## config.mk

```make
export PLATFORM = sky130hd
export DESIGN_NAME = cbf_buffer_filter
export DESIGN_NICKNAME = d
export VERILOG_FILES = /design/src/cbf_pkg.sv /design/src/cbf_buffer_filter.sv /design/src/cbf_match.sv
export SDC_FILE = /design/constraint.sdc
export NUM_CORES = 1
export LEC_CHECK = 0
export BUFFER_PORTS_ARGS = -buffer_cell sky130_fd_sc_hd__buf_2
export CORE_MARGIN = 2
export CORE_UTILIZATION = 55
export DETAILED_ROUTE_END_ITERATION = 12
export PLACE_DENSITY = 0.86
export SETUP_SLACK_MARGIN = 0.1
export SKIP_LAST_GASP = 1
export SYNTH_ARGS = -nofsm -noshare
export SYNTH_HDL_FRONTEND = slang
export SYNTH_SLANG_ARGS = --single-unit
```

## constraint.sdc

```tcl
create_clock -name pclk -period 5.9 [get_ports pclk]
set_input_delay 1.18 -clock pclk [delete_from_list [all_inputs] [get_ports pclk]]
set_output_delay 1.18 -clock pclk [all_outputs]
set_load 0.01 [all_outputs]
```

## src/cbf_pkg.sv

```systemverilog
// constants, register map and types for the can buffer status and acceptance filter block
// Operation
// - stored frame loads acceptance code 0 on pair 0 match, else 1
// - acceptance code clears when ready flag or receive irq flag clears
// - ready sets on error-free receive (unheld) or pending transmit (held)
// - software clearing ready of unheld buffer frees it and clears its irq flag
// - held buffer ready clears once its transmission is serviced or cancelled
// - busy is high while core fills or empties buffer, drops after intermission bit 2
// - busy stays low whenever the core is not using the buffer
// - setting hold stops reception, keeps contents, offers buffer for transmit
// - clearing hold reopens reception and cancels a pending transmission
// - hold clears by hardware after good transmit only in early transmit mode
// - hold writes are ignored while the buffer is busy
// - twelve bit pattern compared with identifier and remote bit; match stores frame
// - care bit 0 ignores that bit, care bit 1 demands equality
// - pattern bits 11:4 in high register 7:0, bits 3:0 in low register 7:4
// - care low register holds bits 3:0 at 7:4, low nibble reads zero
package cbf_pkg;

	// ****************************************
	// register map (byte addresses)
	// ****************************************
	localparam logic [7:0] CBF_A_CTRL     = 8'h00;
	localparam logic [7:0] CBF_A_IRQ      = 8'h04;
	localparam logic [7:0] CBF_A_BCS_BASE = 8'h10;
	localparam logic [7:0] CBF_A_FLT_BASE = 8'h20;
	localparam int         CBF_FLT_STRIDE = 16;
	localparam logic [7:0] CBF_O_PAT_HI   = 8'h00;
	localparam logic [7:0] CBF_O_PAT_LO   = 8'h04;
	localparam logic [7:0] CBF_O_CARE_HI  = 8'h08;
	localparam logic [7:0] CBF_O_CARE_LO  = 8'h0c;

	// ****************************************
	// field positions
	// ****************************************
	localparam int CBF_B_LOCK  = 0;
	localparam int CBF_B_BUSY  = 1;
	localparam int CBF_B_RDY   = 2;
	localparam int CBF_B_ACC   = 3;
	localparam int CBF_B_EARLY = 0;
	localparam int CBF_PAT_W   = 12;
	localparam int CBF_LO_SH   = 4;
	localparam logic [7:0] CBF_RST_BYTE = 8'h00;

	// ****************************************
	// core activity, gray along idle-rx / idle-tx
	// ****************************************
	typedef enum logic [1:0]
	{
		CBF_IDLE = 2'b00,
		CBF_RX   = 2'b01,
		CBF_TX   = 2'b10
	} cbf_act_t;

endpackage
```

## src/cbf_buffer_filter.sv

```systemverilog
// buffer control/status flags and acceptance filtering with an apb register port
`timescale 1ns/1ps
module cbf_buffer_filter
	import cbf_pkg::*;
#(
	parameter int NBUF  = 3,
	parameter int NFILT = 2
)
(
	// clock and reset
	input  wire logic            pclk,
	input  wire logic            presetn,
	// apb slave
	input  wire logic            psel,
	input  wire logic            penable,
	input  wire logic            pwrite,
	input  wire logic [7:0]      paddr,
	input  wire logic [31:0]     pwdata,
	output      logic [31:0]     prdata,
	output      logic            pready,
	output      logic            pslverr,
	// protocol core, receive side
	input  wire logic            core_rx_id_valid,
	input  wire logic [10:0]     core_rx_id,
	input  wire logic            core_rx_rtr,
	input  wire logic            core_rx_ok,
	// protocol core, transmit side
	input  wire logic            core_tx_start,
	input  wire logic [1:0]      core_tx_buf,
	input  wire logic            core_tx_done,
	// protocol core, frame end (second intermission bit)
	input  wire logic            core_ifs2,
	// to protocol core
	output      logic [NBUF-1:0] tx_pending,
	output      logic            rx_store,
	output      logic [1:0]      rx_buf
);

	// ****************************************
	// elaboration checks
	// ****************************************
	// the core names a buffer with a two bit index, so four buffers at most
	if (NBUF < 1 || NBUF > 4)
		$error("NBUF must lie between 1 and 4");
	if (NFILT != 2)
		$error("NFILT must be 2");

	// ****************************************
	// apb decode
	// ****************************************
	function automatic logic is_bcs(input logic [7:0] a, input int b);
		is_bcs = (a == CBF_A_BCS_BASE + 8'(4 * b));
	endfunction

	function automatic logic is_flt(input logic [7:0] a, input int f, input logic [7:0] o);
		is_flt = (a == CBF_A_FLT_BASE + 8'(CBF_FLT_STRIDE * f) + o);
	endfunction

	logic        pready_ff;
	logic [31:0] prdata_ff;
	logic        pslverr_ff;
	logic        access;
	logic        wr_en;
	logic        wr_ctrl;
	logic        wr_irq;
	logic        hit_any;
	logic [31:0] rd_mux;

	// one wait state: pready rises in the second access cycle
	assign access = psel & penable;
	assign wr_en  = access & pready_ff & pwrite;
	assign wr_ctrl = wr_en & (paddr == CBF_A_CTRL);
	assign wr_irq  = wr_en & (paddr == CBF_A_IRQ);

	// ****************************************
	// control register
	// ****************************************
	logic early_ff;
	logic nxt_early;

	assign nxt_early = wr_ctrl ? pwdata[CBF_B_EARLY] : early_ff;

	// ****************************************
	// filter registers
	// ****************************************
	logic [7:0] pat_hi_ff  [NFILT];
	logic [7:0] pat_lo_ff  [NFILT];
	logic [7:0] care_hi_ff [NFILT];
	logic [7:0] care_lo_ff [NFILT];
	logic [NFILT-1:0] flt_hit;
	logic [NFILT-1:0] flt_sel [4];
	logic [31:0] flt_rd [NFILT];

	genvar gf;
	generate
		for (gf = 0; gf < NFILT; gf++)
		begin : g_flt
			assign flt_sel[0][gf] = is_flt(paddr, gf, CBF_O_PAT_HI);
			assign flt_sel[1][gf] = is_flt(paddr, gf, CBF_O_PAT_LO);
			assign flt_sel[2][gf] = is_flt(paddr, gf, CBF_O_CARE_HI);
			assign flt_sel[3][gf] = is_flt(paddr, gf, CBF_O_CARE_LO);

			always_ff @(posedge pclk or negedge presetn)
			begin
				if (!presetn)
				begin
					pat_hi_ff[gf]  <= CBF_RST_BYTE;
					pat_lo_ff[gf]  <= CBF_RST_BYTE;
					care_hi_ff[gf] <= CBF_RST_BYTE;
					care_lo_ff[gf] <= CBF_RST_BYTE;
				end
				else
				begin
					if (wr_en & flt_sel[0][gf])
						pat_hi_ff[gf] <= pwdata[7:0];
					// low nibble is reserved and held at zero
					if (wr_en & flt_sel[1][gf])
						pat_lo_ff[gf] <= {pwdata[7:4], 4'h0};
					if (wr_en & flt_sel[2][gf])
						care_hi_ff[gf] <= pwdata[7:0];
					if (wr_en & flt_sel[3][gf])
						care_lo_ff[gf] <= {pwdata[7:4], 4'h0};
				end
			end

			assign flt_rd[gf] = flt_sel[0][gf] ? {24'h0, pat_hi_ff[gf]} :
				flt_sel[1][gf] ? {24'h0, pat_lo_ff[gf]} :
				flt_sel[2][gf] ? {24'h0, care_hi_ff[gf]} :
				flt_sel[3][gf] ? {24'h0, care_lo_ff[gf]} : 32'h0;

			cbf_match u_match
			(
				.pattern ({pat_hi_ff[gf], pat_lo_ff[gf][7:CBF_LO_SH]}),
				.care    ({care_hi_ff[gf], care_lo_ff[gf][7:CBF_LO_SH]}),
				.id      (core_rx_id),
				.rtr     (core_rx_rtr),
				.hit     (flt_hit[gf])
			);
		end
	endgenerate

	// ****************************************
	// core activity tracking
	// ****************************************
	cbf_act_t    act_ff;
	cbf_act_t    nxt_act;
	logic [1:0]  cur_ff;
	logic [1:0]  nxt_cur;
	logic        acc_pend_ff;
	logic        nxt_acc_pend;
	logic [NBUF-1:0] free;
	logic        any_free;
	logic [1:0]  free_idx;
	logic        accept;
	logic        rx_take;
	logic        tx_take;
	logic [NBUF-1:0] lock_ff;
	logic [NBUF-1:0] rdy_ff;
	logic [NBUF-1:0] receive_irq_flag_ff;
	logic [NBUF-1:0] acc_ff;
	logic [NBUF-1:0] busy;

	// first free unheld, empty buffer takes the frame
	always_comb
	begin
		free_idx = 2'h0;
		for (int i = NBUF - 1; i >= 0; i--)
		begin
			if (free[i])
				free_idx = 2'(i);
		end
	end

	assign any_free = |free;
	assign accept   = |flt_hit;
	assign rx_take  = (act_ff == CBF_IDLE) & core_rx_id_valid & accept & any_free;
	assign tx_take  = (act_ff == CBF_IDLE) & core_tx_start & ~core_rx_id_valid
		& lock_ff[core_tx_buf] & rdy_ff[core_tx_buf];

	always_comb
	begin
		nxt_act      = act_ff;
		nxt_cur      = cur_ff;
		nxt_acc_pend = acc_pend_ff;
		unique case (act_ff)
			CBF_IDLE:
			begin
				if (rx_take)
				begin
					nxt_act      = CBF_RX;
					nxt_cur      = free_idx;
					nxt_acc_pend = ~flt_hit[0];
				end
				else if (tx_take)
				begin
					nxt_act = CBF_TX;
					nxt_cur = core_tx_buf;
				end
			end
			CBF_RX, CBF_TX:
			begin
				if (core_ifs2)
					nxt_act = CBF_IDLE;
			end
			default:
				nxt_act = CBF_IDLE;
		endcase
	end

	always_ff @(posedge pclk or negedge presetn)
	begin
		if (!presetn)
		begin
			act_ff      <= CBF_IDLE;
			cur_ff      <= 2'h0;
			acc_pend_ff <= 1'b0;
		end
		else
		begin
			act_ff      <= nxt_act;
			cur_ff      <= nxt_cur;
			acc_pend_ff <= nxt_acc_pend;
		end
	end

	// ****************************************
	// per buffer flags
	// ****************************************
	logic [NBUF-1:0] bcs_sel;
	logic [31:0]     bcs_rd [NBUF];

	genvar gb;
	generate
		for (gb = 0; gb < NBUF; gb++)
		begin : g_buf
			logic wr_b;
			logic lock_ok;
			logic set_rx;
			logic set_tx;
			logic clr_sw;
			logic clr_hw;
			logic tx_ok;
			logic clr_irq;
			logic nxt_lock;
			logic nxt_rdy;
			logic nxt_receive_irq_flag;
			logic nxt_acc;

			assign bcs_sel[gb] = is_bcs(paddr, gb);
			assign wr_b        = wr_en & bcs_sel[gb];
			assign busy[gb]    = (act_ff != CBF_IDLE) & (cur_ff == 2'(gb));
			assign free[gb]    = ~lock_ff[gb] & ~rdy_ff[gb] & ~busy[gb];

			// a hold change during busy is dropped silently
			assign lock_ok = wr_b & ~busy[gb];
			assign tx_ok   = core_tx_done & (act_ff == CBF_TX) & busy[gb];
			assign set_rx  = core_rx_ok & (act_ff == CBF_RX) & busy[gb] & ~lock_ff[gb];
			assign set_tx  = wr_b & lock_ff[gb] & pwdata[CBF_B_RDY];
			assign clr_sw  = wr_b & ~lock_ff[gb] & ~pwdata[CBF_B_RDY];
			assign clr_hw  = tx_ok | (lock_ok & lock_ff[gb] & ~pwdata[CBF_B_LOCK]);
			assign clr_irq = clr_sw | (wr_irq & pwdata[gb]);

			always_comb
			begin
				nxt_lock = lock_ff[gb];
				if (tx_ok & early_ff)
					nxt_lock = 1'b0;
				else if (lock_ok)
					nxt_lock = pwdata[CBF_B_LOCK];
			end

			// hardware set wins over any clear in the same cycle
			assign nxt_rdy  = (set_rx | set_tx) ? 1'b1 :
				(clr_sw | clr_hw) ? 1'b0 : rdy_ff[gb];
			assign nxt_receive_irq_flag = set_rx ? 1'b1 : clr_irq ? 1'b0 : receive_irq_flag_ff[gb];
			assign nxt_acc  = set_rx ? acc_pend_ff :
				((rdy_ff[gb] & ~nxt_rdy) | (receive_irq_flag_ff[gb] & ~nxt_receive_irq_flag)) ? 1'b0 :
				acc_ff[gb];

			always_ff @(posedge pclk or negedge presetn)
			begin
				if (!presetn)
				begin
					lock_ff[gb] <= 1'b0;
					rdy_ff[gb]  <= 1'b0;
					receive_irq_flag_ff[gb] <= 1'b0;
					acc_ff[gb]  <= 1'b0;
				end
				else
				begin
					lock_ff[gb] <= nxt_lock;
					rdy_ff[gb]  <= nxt_rdy;
					receive_irq_flag_ff[gb] <= nxt_receive_irq_flag;
					acc_ff[gb]  <= nxt_acc;
				end
			end

			// upper nibble always reads zero
			assign bcs_rd[gb] = {28'h0, acc_ff[gb], rdy_ff[gb], busy[gb], lock_ff[gb]};
		end
	endgenerate

	// ****************************************
	// read mux and bus answer
	// ****************************************
	// filter words read zero unless addressed, so they can simply be or-ed in
	assign hit_any = (paddr == CBF_A_CTRL) | (paddr == CBF_A_IRQ) | (|bcs_sel)
		| (|(flt_sel[0] | flt_sel[1] | flt_sel[2] | flt_sel[3]));

	always_comb
	begin
		rd_mux = 32'h0;
		if (paddr == CBF_A_CTRL)
			rd_mux = {31'h0, early_ff};
		else if (paddr == CBF_A_IRQ)
			rd_mux = 32'(receive_irq_flag_ff);
		for (int i = 0; i < NBUF; i++)
			if (bcs_sel[i])
				rd_mux = bcs_rd[i];
		for (int f = 0; f < NFILT; f++)
			rd_mux = rd_mux | flt_rd[f];
	end

	// ****************************************
	// registered outputs and control
	// ****************************************
	logic [NBUF-1:0] tx_pending_ff;
	logic            rx_store_ff;
	logic [1:0]      rx_buf_ff;

	always_ff @(posedge pclk or negedge presetn)
	begin
		if (!presetn)
		begin
			pready_ff     <= 1'b0;
			prdata_ff     <= 32'h0;
			pslverr_ff    <= 1'b0;
			early_ff      <= 1'b0;
			tx_pending_ff <= '0;
			rx_store_ff   <= 1'b0;
			rx_buf_ff     <= 2'h0;
		end
		else
		begin
			pready_ff     <= access & ~pready_ff;
			prdata_ff     <= (access & ~pready_ff & ~pwrite) ? rd_mux : 32'h0;
			pslverr_ff    <= access & ~pready_ff & ~hit_any;
			early_ff      <= nxt_early;
			tx_pending_ff <= lock_ff & rdy_ff;
			rx_store_ff   <= (nxt_act == CBF_RX);
			rx_buf_ff     <= nxt_cur;
		end
	end

	assign prdata     = prdata_ff;
	assign pready     = pready_ff;
	assign pslverr    = pslverr_ff;
	assign tx_pending = tx_pending_ff;
	assign rx_store   = rx_store_ff;
	assign rx_buf     = rx_buf_ff;

endmodule

```

## src/cbf_match.sv

```systemverilog
// one acceptance pattern/care comparator
`timescale 1ns/1ps
module cbf_match
	import cbf_pkg::*;
(
	// stored pattern and care bits
	input  wire logic [CBF_PAT_W-1:0] pattern,
	input  wire logic [CBF_PAT_W-1:0] care,
	// incoming identifier and remote bit
	input  wire logic [10:0]          id,
	input  wire logic                 rtr,
	// result
	output      logic                 hit
);

	logic [CBF_PAT_W-1:0] in_vec;
	logic [CBF_PAT_W-1:0] ok_bits;

	assign in_vec  = {id, rtr};
	assign ok_bits = ~care | ~(pattern ^ in_vec);
	assign hit     = &ok_bits;

endmodule

```

### Yosys cells after proc, flatten, opt, wreduce, memory -nomap -nowiden

Cells that the tools add are included.

* memory bits (writable): 0
* bits in read-only memories: 0
* flip-flop bits (word level): 104
* output and inout port bits: 40
* word-level logic and storage cells: 251
* bits in latches: 0
* memories: 0

* multipliers: 0
* add/subtract/negate cells: 0
* reduce and logical (&&, ||, !) cells: 20
* equality and inequality tests: 17
* div/mod/pow operators: 0
* shift operators: 0
* order comparisons: 1
* mux-type cells: 51
* bitwise gates (word level): 133

Operators by type and width (count)
* two-way mux 32 bit: 4
* bitwise AND 1 bit: 79
* == test 8 x 6 -> 1 bit (second input constant): 8
* two-way mux 8 bit: 8
* bitwise OR 32 x 8 -> 32 bit: 2
* NOT 12 bit: 4
* two-way mux 1 bit: 26
* == test 8 x 5 -> 1 bit (second input constant): 3
* bitwise OR 12 bit: 2
* AND reduction 12 bit: 2
* bitwise XOR 12 bit: 2
* NOT 1 bit: 22
* bitwise OR 1 bit: 18
* two-way mux 2 bit: 8
* nonzero test 2 bit: 8
* == test 8 x 3 -> 1 bit (second input constant): 1
* logical NOT 8 bit: 1
* == test 2 x 1 -> 1 bit (second input constant): 3
* two-way mux 3 bit: 2
* bitwise OR 2 bit: 3
* OR reduction 2 bit: 3
* OR reduction 3 bit: 2
* binary-select mux 1 bit (select 2 bit): 2
* == test 2 bit (second input constant): 2
* other kinds (5): 7

### Logic depth before layout (Yosys ltp)

Gate-level depths: netlist of the first run.

* depth in word-level cells: 16
* mapped depth: 9

### By module

A second synthesis of the first run with hierarchy kept.

* cell total of the unflattened synthesis: 453
* area, all modules: 4653.2 µm²

Modules (own cells, without submodules)
* cbf_buffer_filter: cells each 415, sequential area each 2001.9 µm², times used 1, area each 4297.9 µm²
* cbf_match: cells each 19, sequential area each 0.0 µm², times used 2, area each 177.7 µm²

### Least setup slack after synthesis of the first run

Ideal clock, no wire load.

* path kind: input port to flip-flop
* start: input port paddr[5]
* end: register acc_ff[1]
* stages: 7
* data required time: 5.778 ns
* data arrival time: 2.579 ns
* path buffers: 1
* slack: 3.200 ns
* path through: or4b_1 > buf_2 > nor3_4 > a41oi_1 > a31oi_1 > nand2_1 > a32o_1

* longest elaborated chain between the ends: 13
* elaborated cells on any way between the ends: 26

Ends and longest elaborated chain
* start, declared: line cbf_buffer_filter.sv:17 `input wire logic [7:0] paddr,`
* == test 8 x 5 -> 1 bit: line cbf_buffer_filter.sv:52 `is_bcs = (a == CBF_A_BCS_BASE + 8'(4 * b));`
* bitwise AND 1 bit: line cbf_buffer_filter.sv:250 `assign wr_b = wr_en & bcs_sel[gb];`
* bitwise AND 1 bit: line cbf_buffer_filter.sv:255 `assign lock_ok = wr_b & ~busy[gb];`
* bitwise AND 1 bit (2 in a row): line cbf_buffer_filter.sv:260 `assign clr_hw = tx_ok | (lock_ok & lock_ff[gb] & ~pwdata[CBF_B_LOCK]);`
* bitwise OR 1 bit: line cbf_buffer_filter.sv:260
* bitwise OR 1 bit: line cbf_buffer_filter.sv:274 `(clr_sw | clr_hw) ? 1'b0 : rdy_ff[gb];`
* two-way mux 1 bit: line cbf_buffer_filter.sv:274
* two-way mux 1 bit: line cbf_buffer_filter.sv:273 `assign nxt_rdy = (set_rx | set_tx) ? 1'b1 :`
* NOT 1 bit: line cbf_buffer_filter.sv:277 `((rdy_ff[gb] & ~nxt_rdy) | (receive_irq_flag_ff[gb] & ~nxt_receive_irq_flag)) ? 1'b0 :`
* bitwise AND 1 bit: line cbf_buffer_filter.sv:277
* bitwise OR 1 bit (*): line cbf_buffer_filter.sv:277
* nonzero test 2 bit (no source line) (*)
* end signal, assigned by index: line cbf_buffer_filter.sv:294 `acc_ff[gb] <= nxt_acc;`
* end, declared: line cbf_buffer_filter.sv:160 `logic [NBUF-1:0] acc_ff;`

Mark *: on every way between the ends. The rest lies on a longest branch, timed or not.
A chain may end at the register's enable or synchronous reset.

### Worst setup path after layout of the first run

* start: input port paddr[3]
* end: register pat_hi_ff[1] (netlist name)

* longest elaborated chain between the ends: 2

Ends and longest elaborated chain
* == test 8 x 6 -> 1 bit: line cbf_buffer_filter.sv:56 `is_flt = (a == CBF_A_FLT_BASE + 8'(CBF_FLT_STRIDE * f) + o);`
* bitwise AND 1 bit: line cbf_buffer_filter.sv:114 `if (wr_en & flt_sel[0][gf])`
* end signal, assigned by index: line cbf_buffer_filter.sv:115 `pat_hi_ff[gf] <= pwdata[7:0];`
* end, declared: line cbf_buffer_filter.sv:86 `logic [7:0] pat_hi_ff [NFILT];`

No other way between the ends.

==> results of run 1 <==
per-stage QoR:
stage	utilization [%]	std cells	setup slack, ps
CTS	61.92	607	2876
global route	61.92	607	2751
global placement	59.37	592	2538
finish	61.92	607	2809
detailed placement	59.37	592	2485
floorplan	-	476	3200
placed cells by master (no fill, tap or decap), types with 2 or more instances in the layout:
master and instances:
sky130_fd_sc_hd__a21oi_1 25, sky130_fd_sc_hd__a221oi_1 5, sky130_fd_sc_hd__a222oi_1 4, sky130_fd_sc_hd__a22o_1 11
sky130_fd_sc_hd__a22oi_1 7, sky130_fd_sc_hd__a31oi_1 8, sky130_fd_sc_hd__a32oi_1 2, sky130_fd_sc_hd__a41oi_1 2
sky130_fd_sc_hd__and2_0 2, sky130_fd_sc_hd__and2_1 4, sky130_fd_sc_hd__and3_1 3, sky130_fd_sc_hd__and4_1 2
sky130_fd_sc_hd__buf_2 54, sky130_fd_sc_hd__bufinv_16 2, sky130_fd_sc_hd__clkbuf_8 9, sky130_fd_sc_hd__conb_1 24
sky130_fd_sc_hd__dfrtp_1 80, sky130_fd_sc_hd__ha_1 4, sky130_fd_sc_hd__inv_1 8, sky130_fd_sc_hd__mux2_2 50
sky130_fd_sc_hd__mux2i_1 7, sky130_fd_sc_hd__nand2_1 36, sky130_fd_sc_hd__nand2_2 2, sky130_fd_sc_hd__nand2b_1 6
sky130_fd_sc_hd__nand3_1 17, sky130_fd_sc_hd__nand3b_1 4, sky130_fd_sc_hd__nand4_1 3, sky130_fd_sc_hd__nor2_1 22
sky130_fd_sc_hd__nor2b_1 4, sky130_fd_sc_hd__nor3_1 4, sky130_fd_sc_hd__nor3b_1 4, sky130_fd_sc_hd__nor4b_4 2
sky130_fd_sc_hd__o211ai_1 5, sky130_fd_sc_hd__o21ai_0 22, sky130_fd_sc_hd__or3_1 3, sky130_fd_sc_hd__xor2_1 25
where the power goes:
| part | switching (uW) | internal [uW] |
|---|---|---|
| logic | 156 | 93.5 |
| clock network | 198 | 237 |
| registers | 38.0 | 579 |
| total | 392 | 910 |
per-layer routing:
metal	wire length, microns	track usage [%]	vias up
li1	-	-	1689
met1	4617	35.38	1854
met2	5331	40.10	201
met3	1150	6.186	33
met4	327	11.07	0
met5	0	0	-
worst max-delay path: cells and delay by family:
kind | cells | cell delay [ps]
mux | 1 | 360
buf+inv | 1 | 270
simple gates | 3 | 1510
worst min path at each step:
stage                           startpoint                     end  slack [ps]
finish                              pready                  pready         500
detailed placement  receive_irq_flag_ff[0]  receive_irq_flag_ff[0]         490
CTS                                 pready                  pready         510
floorplan                   care_hi_ff[10]          care_hi_ff[10]         470
global placement                    pready                 pslverr         490
global route                        pready                  pready         540
state kept, by name, indices dropped and copies added, names as in the netlist:
signal,flops
pat_hi_ff,16
acc_pend_ff,1
bcs_rd,6
rx_store,1
prdata,8
care_lo_ff,8
care_hi_ff,16
pready,1
early_ff,1
pat_lo_ff,8
pslverr,1
acc_ff,3
rx_buf,2
tx_pending,3
act_ff,2
receive_irq_flag_ff,3
cell families (layout without fill, tap and decap cells):
group | count (synthesis) | count (layout) | synth area share [%]
compound gates | 104 | 104 | 14.93
xor+xnor | 25 | 25 | 4.682
fa+ha+maj | 4 | 4 | 1.070
buf+inv | 52 | 78 | 7.062
flops | 80 | 80 | 42.80
mux | 57 | 57 | 13.54
other cells | 1 | 24 | 0.08018
simple gates | 130 | 130 | 15.84
area by class of cell:
type / instances / area share [%]
clock buffer: 10 / 2.509
clock inverter: 5 / 1.599
inverter: 8 / 0.5903
multi-input combinational: 344 / 47.91
sequential: 80 / 39.35
tap: 105 / 2.582
timing repair buffer: 55 / 5.460
==> summary by stage, run 1 <==
Status
The flow ran to the end, and the final reports show no timing, DRC or antenna violations.

Layout
The layout has 638 filler cells. From synthesis to final layout, the design area changed by 8.775%. The total inserted antenna cells is 0. The net count of the finished layout is 566.

The fraction of layout instances using a drive strength above 1 is 26.49%. The area taken by flip-flops and latches is 2002 sq um. The multi-input combinational cells in the finished layout cover a total of 2437 sq um. After routing the design area is 5087 sq um.

STA
The number of endpoints with negative hold slack in the final report is 0. The share of the clock period used by the worst path is 52.38%. The maximum clock frequency is 323.6 MHz. On the final layout, the worst clock skew is 5.355 ps. The transition at the pin with the smallest max-transition slack is 1139 ps. The worst slack on hold paths is 504.2 ps. Setup repair after global routing left no endpoint under its margin. The number of max-slew violations in the final report is 0. The setup-violating endpoint count in the final report is 0.

For the finished layout, the period the worst path requires is 3091 ps. The relative slew slack is 23.90%. Summed over all failing endpoints, the final setup total negative slack is 0 ps.

Placement
The congestion estimate from routability-driven global placement came to 0.9779. The number of input and output port buffers inserted is 55. Summed over all nets, the half-perimeter wirelength after detailed placement is 8159 microns. The placed instances occupy a cell area of 4878 sq um.

Logic synthesis
The number of warnings reported in the yosys synthesis log is 0. Counting every instance in the synthesized netlist gives 453. By area the synthesized netlist is led by sky130_fd_sc_hd__dfrtp_1, sky130_fd_sc_hd__mux2_2, sky130_fd_sc_hd__xor2_1. Summing every instance area after synthesis gives 4677 sq um. The proportion of register bits with asynchronous set or reset after synthesis is 100.0%. The most used flip-flop cell after synthesis is sky130_fd_sc_hd__dfrtp_1. In the post-synthesis netlist, the cell with the most instances is sky130_fd_sc_hd__dfrtp_1.

sky130_fd_sc_hd__dfrtp_1 takes more of the synthesized area than any other cell. The mean cell area of the mapped netlist is 10.32 sq um. Sequential elements use 42.80% of the synthesized area. After synthesis, the most frequently instantiated cells are sky130_fd_sc_hd__dfrtp_1, sky130_fd_sc_hd__mux2_2, sky130_fd_sc_hd__nand2_1. The synthesized design contains 80 register bits. Yosys mapped a number of flops with a built-in enable equal to 0. The number of library cell types mapped by synthesis is 65.

The area share of the leading cell type in the synthesized netlist is 42.80%.

Worst setup path
The biggest cell delay along the critical path is 600 ps. The number of cells on the worst reg-to-reg path is 7. The reg-to-reg critical path startpoint is act_ff[1]. The internal reg-to-reg setup slack is 3440 ps. The type of the worst setup path is input pin to flop. The beginning of the critical path is paddr[3]. The worst register-to-register path ends at rx_store. The worst setup path is captured at a flop. Data on the critical path arrives at its endpoint at 3330 ps.

The end of the critical path is pat_hi_ff[1]. The required time at the worst-slack endpoint is 6140 ps. STA classifies the critical path startpoint as an input pin.

Walking the worst path, the cells encountered are buf_2 -> nor4_4 -> and2_0 -> nand2_2 -> mux2_2. The highest net fanout along the worst path is 24. For this design, the slowest cell found on the critical path is sky130_fd_sc_hd__and2_0.

Clocking
The post-cts hold buffer count is 0. TritonCTS built the clock tree. The count of buffers added by post-CTS timing repair for setup is 0. The clock reaches the later pin of the worst-skew pair after 360 ps.

The clock buffer count from CTS is 9. The clock root buffer is sky130_fd_sc_hd__clkbuf_8. The number of H-tree levels is 3. The count of clock tree sinks is 80. Post-CTS repair changed the size of 0 cells. The clock transition at the registers of the reported paths is 80 ps. The clock passes through at most 2 buffers.

Route
Dividing the detail-routed wire length by the instance count gives 18.83 microns. The DRC violations left is 0. The final antenna-violating net count is 0. Dividing the detail-routed via count by the number of cells gives 6.222. For this block, the via count after detailed routing is 3,777. For this block, the initial DRC count from the detailed router was 399.

The detailed-router iteration count before antenna repair is 6. The total wire length is 11,430 microns.

Global route
The remaining global-route overflow is 0. Entering global routing, the biggest net connects 81 pins. The initial antenna violation count is 0. The via count of the first global-routing pass is 3,610. The global router's overall resource usage is 26.10%. The first global-routing pass estimated 18,040 microns of wire.

Die
The starting utilization of the core area is 56.92%. The area of the core is 8217 sq um. The height of the die is 96.22 microns. The die covers 9257 sq um.

The top-level I/O count is 104. In this run the horizontal extent of the chip is 96.22 microns. After floorplanning, the core was divided into 33 placement rows.

Min path
Counting instances, the worst hold path has a depth of 1. The type of the most critical hold path is flop to flop.

Pwr
Overall power consumption after layout is estimated at 1302 uW. The leakage component of the power is 0.002466 uW. The power density relative to cell area is 255.9 nW/um^2. The maximum vdd drop is 0.1488 mV.

Flow run
Max-cap violations in this run came to 0.
Note: power is estimated with default switching activity, not from simulation.
==> run 2: changes to the inputs <==
--- a/config.mk
+++ b/config.mk
@@ -5,11 +5,12 @@
 export SDC_FILE = /design/constraint.sdc
 export NUM_CORES = 1
 export LEC_CHECK = 0
+export ABC_AREA = 1
 export BUFFER_PORTS_ARGS = -buffer_cell sky130_fd_sc_hd__buf_2
 export CORE_MARGIN = 2
 export CORE_UTILIZATION = 55
 export DETAILED_ROUTE_END_ITERATION = 12
-export PLACE_DENSITY = 0.86
+export PLACE_DENSITY = 0.85
 export SETUP_SLACK_MARGIN = 0.1
 export SKIP_LAST_GASP = 1
 export SYNTH_ARGS = -nofsm -noshare
==> constraint.sdc (replaced) <==
create_clock -name pclk -period 3.2 [get_ports pclk]
set_input_delay 0.64 -clock pclk [delete_from_list [all_inputs] [get_ports pclk]]
set_output_delay 0.64 -clock pclk [all_outputs]
set_load 0.01 [all_outputs]
==> run 2 against run 1 <==
Compared with the run above:
- core utilization up 0.85 points
- clock skew rose by 6.8 ps
- routed wire length is 8.9% higher
- combinational power rose by 110%
- sequential share of layout area shrank 2.4 points
- setup slack worse by 1500 ps
- non-clock buffer count unchanged
- final cell count is 43% higher
- die area up 3.9%
- register-to-register slack got worse by 2200 ps
- worst hold slack got worse by 89 ps
- synthesized cell count increased by 54%
- highest routed layer unchanged
==> summary by stage, run 2 <==
Status
The flow ran to the end, and the final reports show no timing, DRC or antenna violations.

Logic synthesis
The dominant register cell in the synthesized netlist is sky130_fd_sc_hd__dfrtp_1. The sequential cell area fraction in the yosys report is 41.11% (-1.7 points). The proportion of register bits with asynchronous set or reset after synthesis is 100.0% (unchanged). Ranked by total cell area, the synthesized netlist is headed by sky130_fd_sc_hd__dfrtp_1, sky130_fd_sc_hd__nand2_1, sky130_fd_sc_hd__inv_1. The mean cell area of the mapped netlist was 6.987 sq um (-32%). Of all cell types, the one taking the most synthesized area is sky130_fd_sc_hd__dfrtp_1. The area share of the leading cell type in the synthesized netlist is 41.11% (-1.7 points). The netlist area before placement was 4870 sq um (+4.1%). The number of enable-type register cells in the synthesized netlist is 0 (unchanged). Among all cell types in the netlist, the one instantiated most often is sky130_fd_sc_hd__nand2_1.

The commonest cells after synthesis are sky130_fd_sc_hd__nand2_1, sky130_fd_sc_hd__inv_1, sky130_fd_sc_hd__dfrtp_1. The register bit count reported by yosys was 80 (unchanged). The number of library cell types mapped by synthesis is 35 (-46%). The synthesized netlist cell count came to 697 (+54%). The number of warnings reported in the yosys synthesis log was 0 (unchanged).

Placement
The number of input and output port buffers inserted is 55 (unchanged). The HPWL after detailed placement came to 9384 microns (+15%). The instance area at placement came to 5151 sq um (+5.6%). The post-place setup slack is 887.7 ps (-1597 ps). The placer's final routability congestion estimate is 0.9842 (+0.64%).

Worst setup path
The cell type of the slowest stage on the worst timing path is sky130_fd_sc_hd__dfrtp_1. STA classifies the critical path endpoint as a flop. Walking the worst path, the cells encountered are inv_1 -> ha_1 -> inv_1 -> nand3_1 -> nand2_1 -> nand3_1 -> nand2_1 -> inv_1 -> nand3_1 -> nand3_1 -> nand2_1 -> nor2_1. The type of the worst setup path is flop to flop.

The category of the worst setup path launch point is a flop. The highest net fanout along the worst path is 5 (-79%). The biggest cell delay along the critical path is 410 ps (-190 ps). The required time at the worst-slack endpoint is 3490 ps (-2650 ps). The data arrival time of the critical path is 2230 ps (-1100 ps). Counting stages on the worst path, the most repeated cell is sky130_fd_sc_hd__nand3_1.

Route
The final antenna-violating net count came to 0 (unchanged). The detailed-route via count came to 4,628 (+23%). The number of vias per cell after detailed routing is 5.332 (-14%). The DRC violations left was 0 (unchanged). The number of DRC markers after the initial detailed-route iteration came to 314 (-21%). The detailed-router iteration count before antenna repair is 5 (-1). The average routed wire per standard cell is 14.33 microns (-24%). The total wire length is 12,440 microns (+8.9%).

Layout
In the final layout, the registers with the most flip-flops are care_hi_ff x16, pat_hi_ff x16. Compared with the post-synthesis result, the final layout area differs by 11.31%. The total area of multi-input combinational cells is 2387 sq um (-2.1%). The finished layout cell area is 5420 sq um (+6.5%).

The fraction of layout instances using a drive strength above 1 came to 13.29% (-13 points). The total inserted antenna cells is 0 (unchanged). The area taken by flip-flops and latches was 2002 sq um (unchanged). Leaving out fill and tap cells, the most frequent cells in the layout are sky130_fd_sc_hd__nand2_1, sky130_fd_sc_hd__inv_1, sky130_fd_sc_hd__dfrtp_1, sky130_fd_sc_hd__nor2_1, sky130_fd_sc_hd__o21ai_0. The commonest non-fill, non-tap cell in the layout is sky130_fd_sc_hd__nand2_1. The net count of the finished layout is 823 (+45%).

The filler cell count is 751 (+18%).

STA
The share of the clock period used by the worst path is 60.57%. The routed design could run at a clock period as short as 1938 ps. The number of endpoints with negative hold slack in the final report is 0 (unchanged). The worst slack on hold paths came to 415.1 ps (-89.16 ps). The transition at the pin with the smallest max-transition slack is 1027 ps (-111.2 ps).

The worst setup slack after layout was 1262 ps (-1548 ps). The aggregate negative setup slack was 0 ps (unchanged). The relative slew slack is 31.51% (+7.6 points). The maximum clock frequency is 515.9 MHz. The setup-violating endpoint count in the final report is 0 (unchanged). Setup repair after global routing left no endpoint under its margin.

The number of max-slew violations in the final report is 0 (unchanged). The post-route clock skew is 12.13 ps (+6.770 ps).

Clocking
The clock buffer count from CTS is 9 (unchanged). The count of buffers added by post-CTS timing repair for setup is 0 (unchanged). The clock transition at the registers of the reported paths is 80 ps (about the same). The post-cts hold buffer count is 0 (unchanged). The number of H-tree levels is 3 (unchanged). The clock latency at the later pin of the worst-skew pair is 360 ps (about the same). The count of clock tree sinks is 80 (unchanged). The number of gates resized after CTS is 0 (unchanged).

The buffer depth of the longest clock path is 2 (unchanged). TritonCTS built the clock tree. The clock root buffer is sky130_fd_sc_hd__clkbuf_8.

Global route
The remaining global-route overflow is 0 (unchanged). The via count of the first global-routing pass came to 4,274 (+18%). The initial antenna violation count came to 0 (unchanged). The wire length of the first global-routing pass is 20,350 microns (+13%). The pin count of the biggest net entering global routing came to 81 (unchanged). The global router's overall resource usage is 26.61% (+0.51 points).

Pwr
The switching power is 818.7 uW (+110%). The switching share of power is 30.22% (+0.097 points). The combinational power share was 19.2% (about the same). The maximum vdd drop is 0.3366 mV (+130%). The internal power summed over all cells was 1890 uW (+110%). The relative contribution of the clock network to total power was 36.9% (+3.5 points). The total power draw came to 2709 uW (+110%). The sequential share of power is 43.9% (-3.5 points).

The leakage component of the power is 0.002765 uW (+12%). The power density relative to cell area came to 499.8 nW/um^2 (+95%).

Die
The starting utilization of the core area is 56.39% (-0.53 points). The standard-cell row count is 34 (+3.0%). The overall die area is 9623 sq um (+3.9%). The area of the core is 8636 sq um (+5.1%). The height of the die is 98.10 microns (+2.0%). The overall die width is 98.10 microns (+2.0%).

The top-level I/O count is 104 (unchanged).

Min path
The type of the most critical hold path is input pin to asynchronous set/reset pin.

Flow run
The number of max-cap violations is 0 (unchanged).
[run 2: cell families after synthesis]
kind of cell    synth area share (%)
simple gates                   35.46
buf+inv                        11.64
compound gates                 10.69
flops                          41.11
fa+ha+maj                      1.028
other cells                  0.07701
[run 2: path summary, 6_finish.rpt]
check	to	cells past startpoint	start	slack [ps]
max	rx_store	12	act_ff[1]	1260
min	pat_lo_ff[12]	1	presetn	420
max reg2reg	rx_store	12	act_ff[1]	1260
min reg2reg	pready	1	pready	490
max in group asynchronous	care_hi_ff[5]	1	presetn	2080
min in group pclk	pready	1	pready	490
[run 2: area by class of cell]
class	count	share of cell area (%)
well taps	108	2.493
inverters	93	6.440
multi-input cells	516	44.04
clock buffers	11	2.609
flip-flops and latches	80	36.93
clock inverters	5	2.355
repair buffers	55	5.125
[run 2: power by group through the flow]
stage                     logic, uW  clock network, uW  registers [uW]
after floorplan                 365                  0            1190
after global placement          495                  0            1200
after global routing            593               1050            1200
final                           520               1000            1190
after CTS                       518               1010            1180
after detailed placement        515                  0            1200
[run 2: critical path, delay by kind of cell, from the launching register on]
family        cells  cell delay (ps)
simple gates      8              890
buf+inv           3              360
fa+ha+maj         1              200
flops             1              410
[run 2: routing by layer]
metal	routed length (microns)	vias to the layer above	global-route usage [%]
met4	302	0	10.79
li1	-	2271	-
met1	5337	2088	37.87
met5	0	-	0
met2	5589	242	40.78
met3	1211	27	4.438
[run 2: per-stage QoR]
stage / utilization [%] / std cells
4_1_cts: 62.76 / 868
2_1_floorplan: - / 720
3_5_place_dp: 59.65 / 852
6_report: 62.76 / 868
3_3_place_gp: 59.65 / 852
5_1_grt: 62.76 / 868
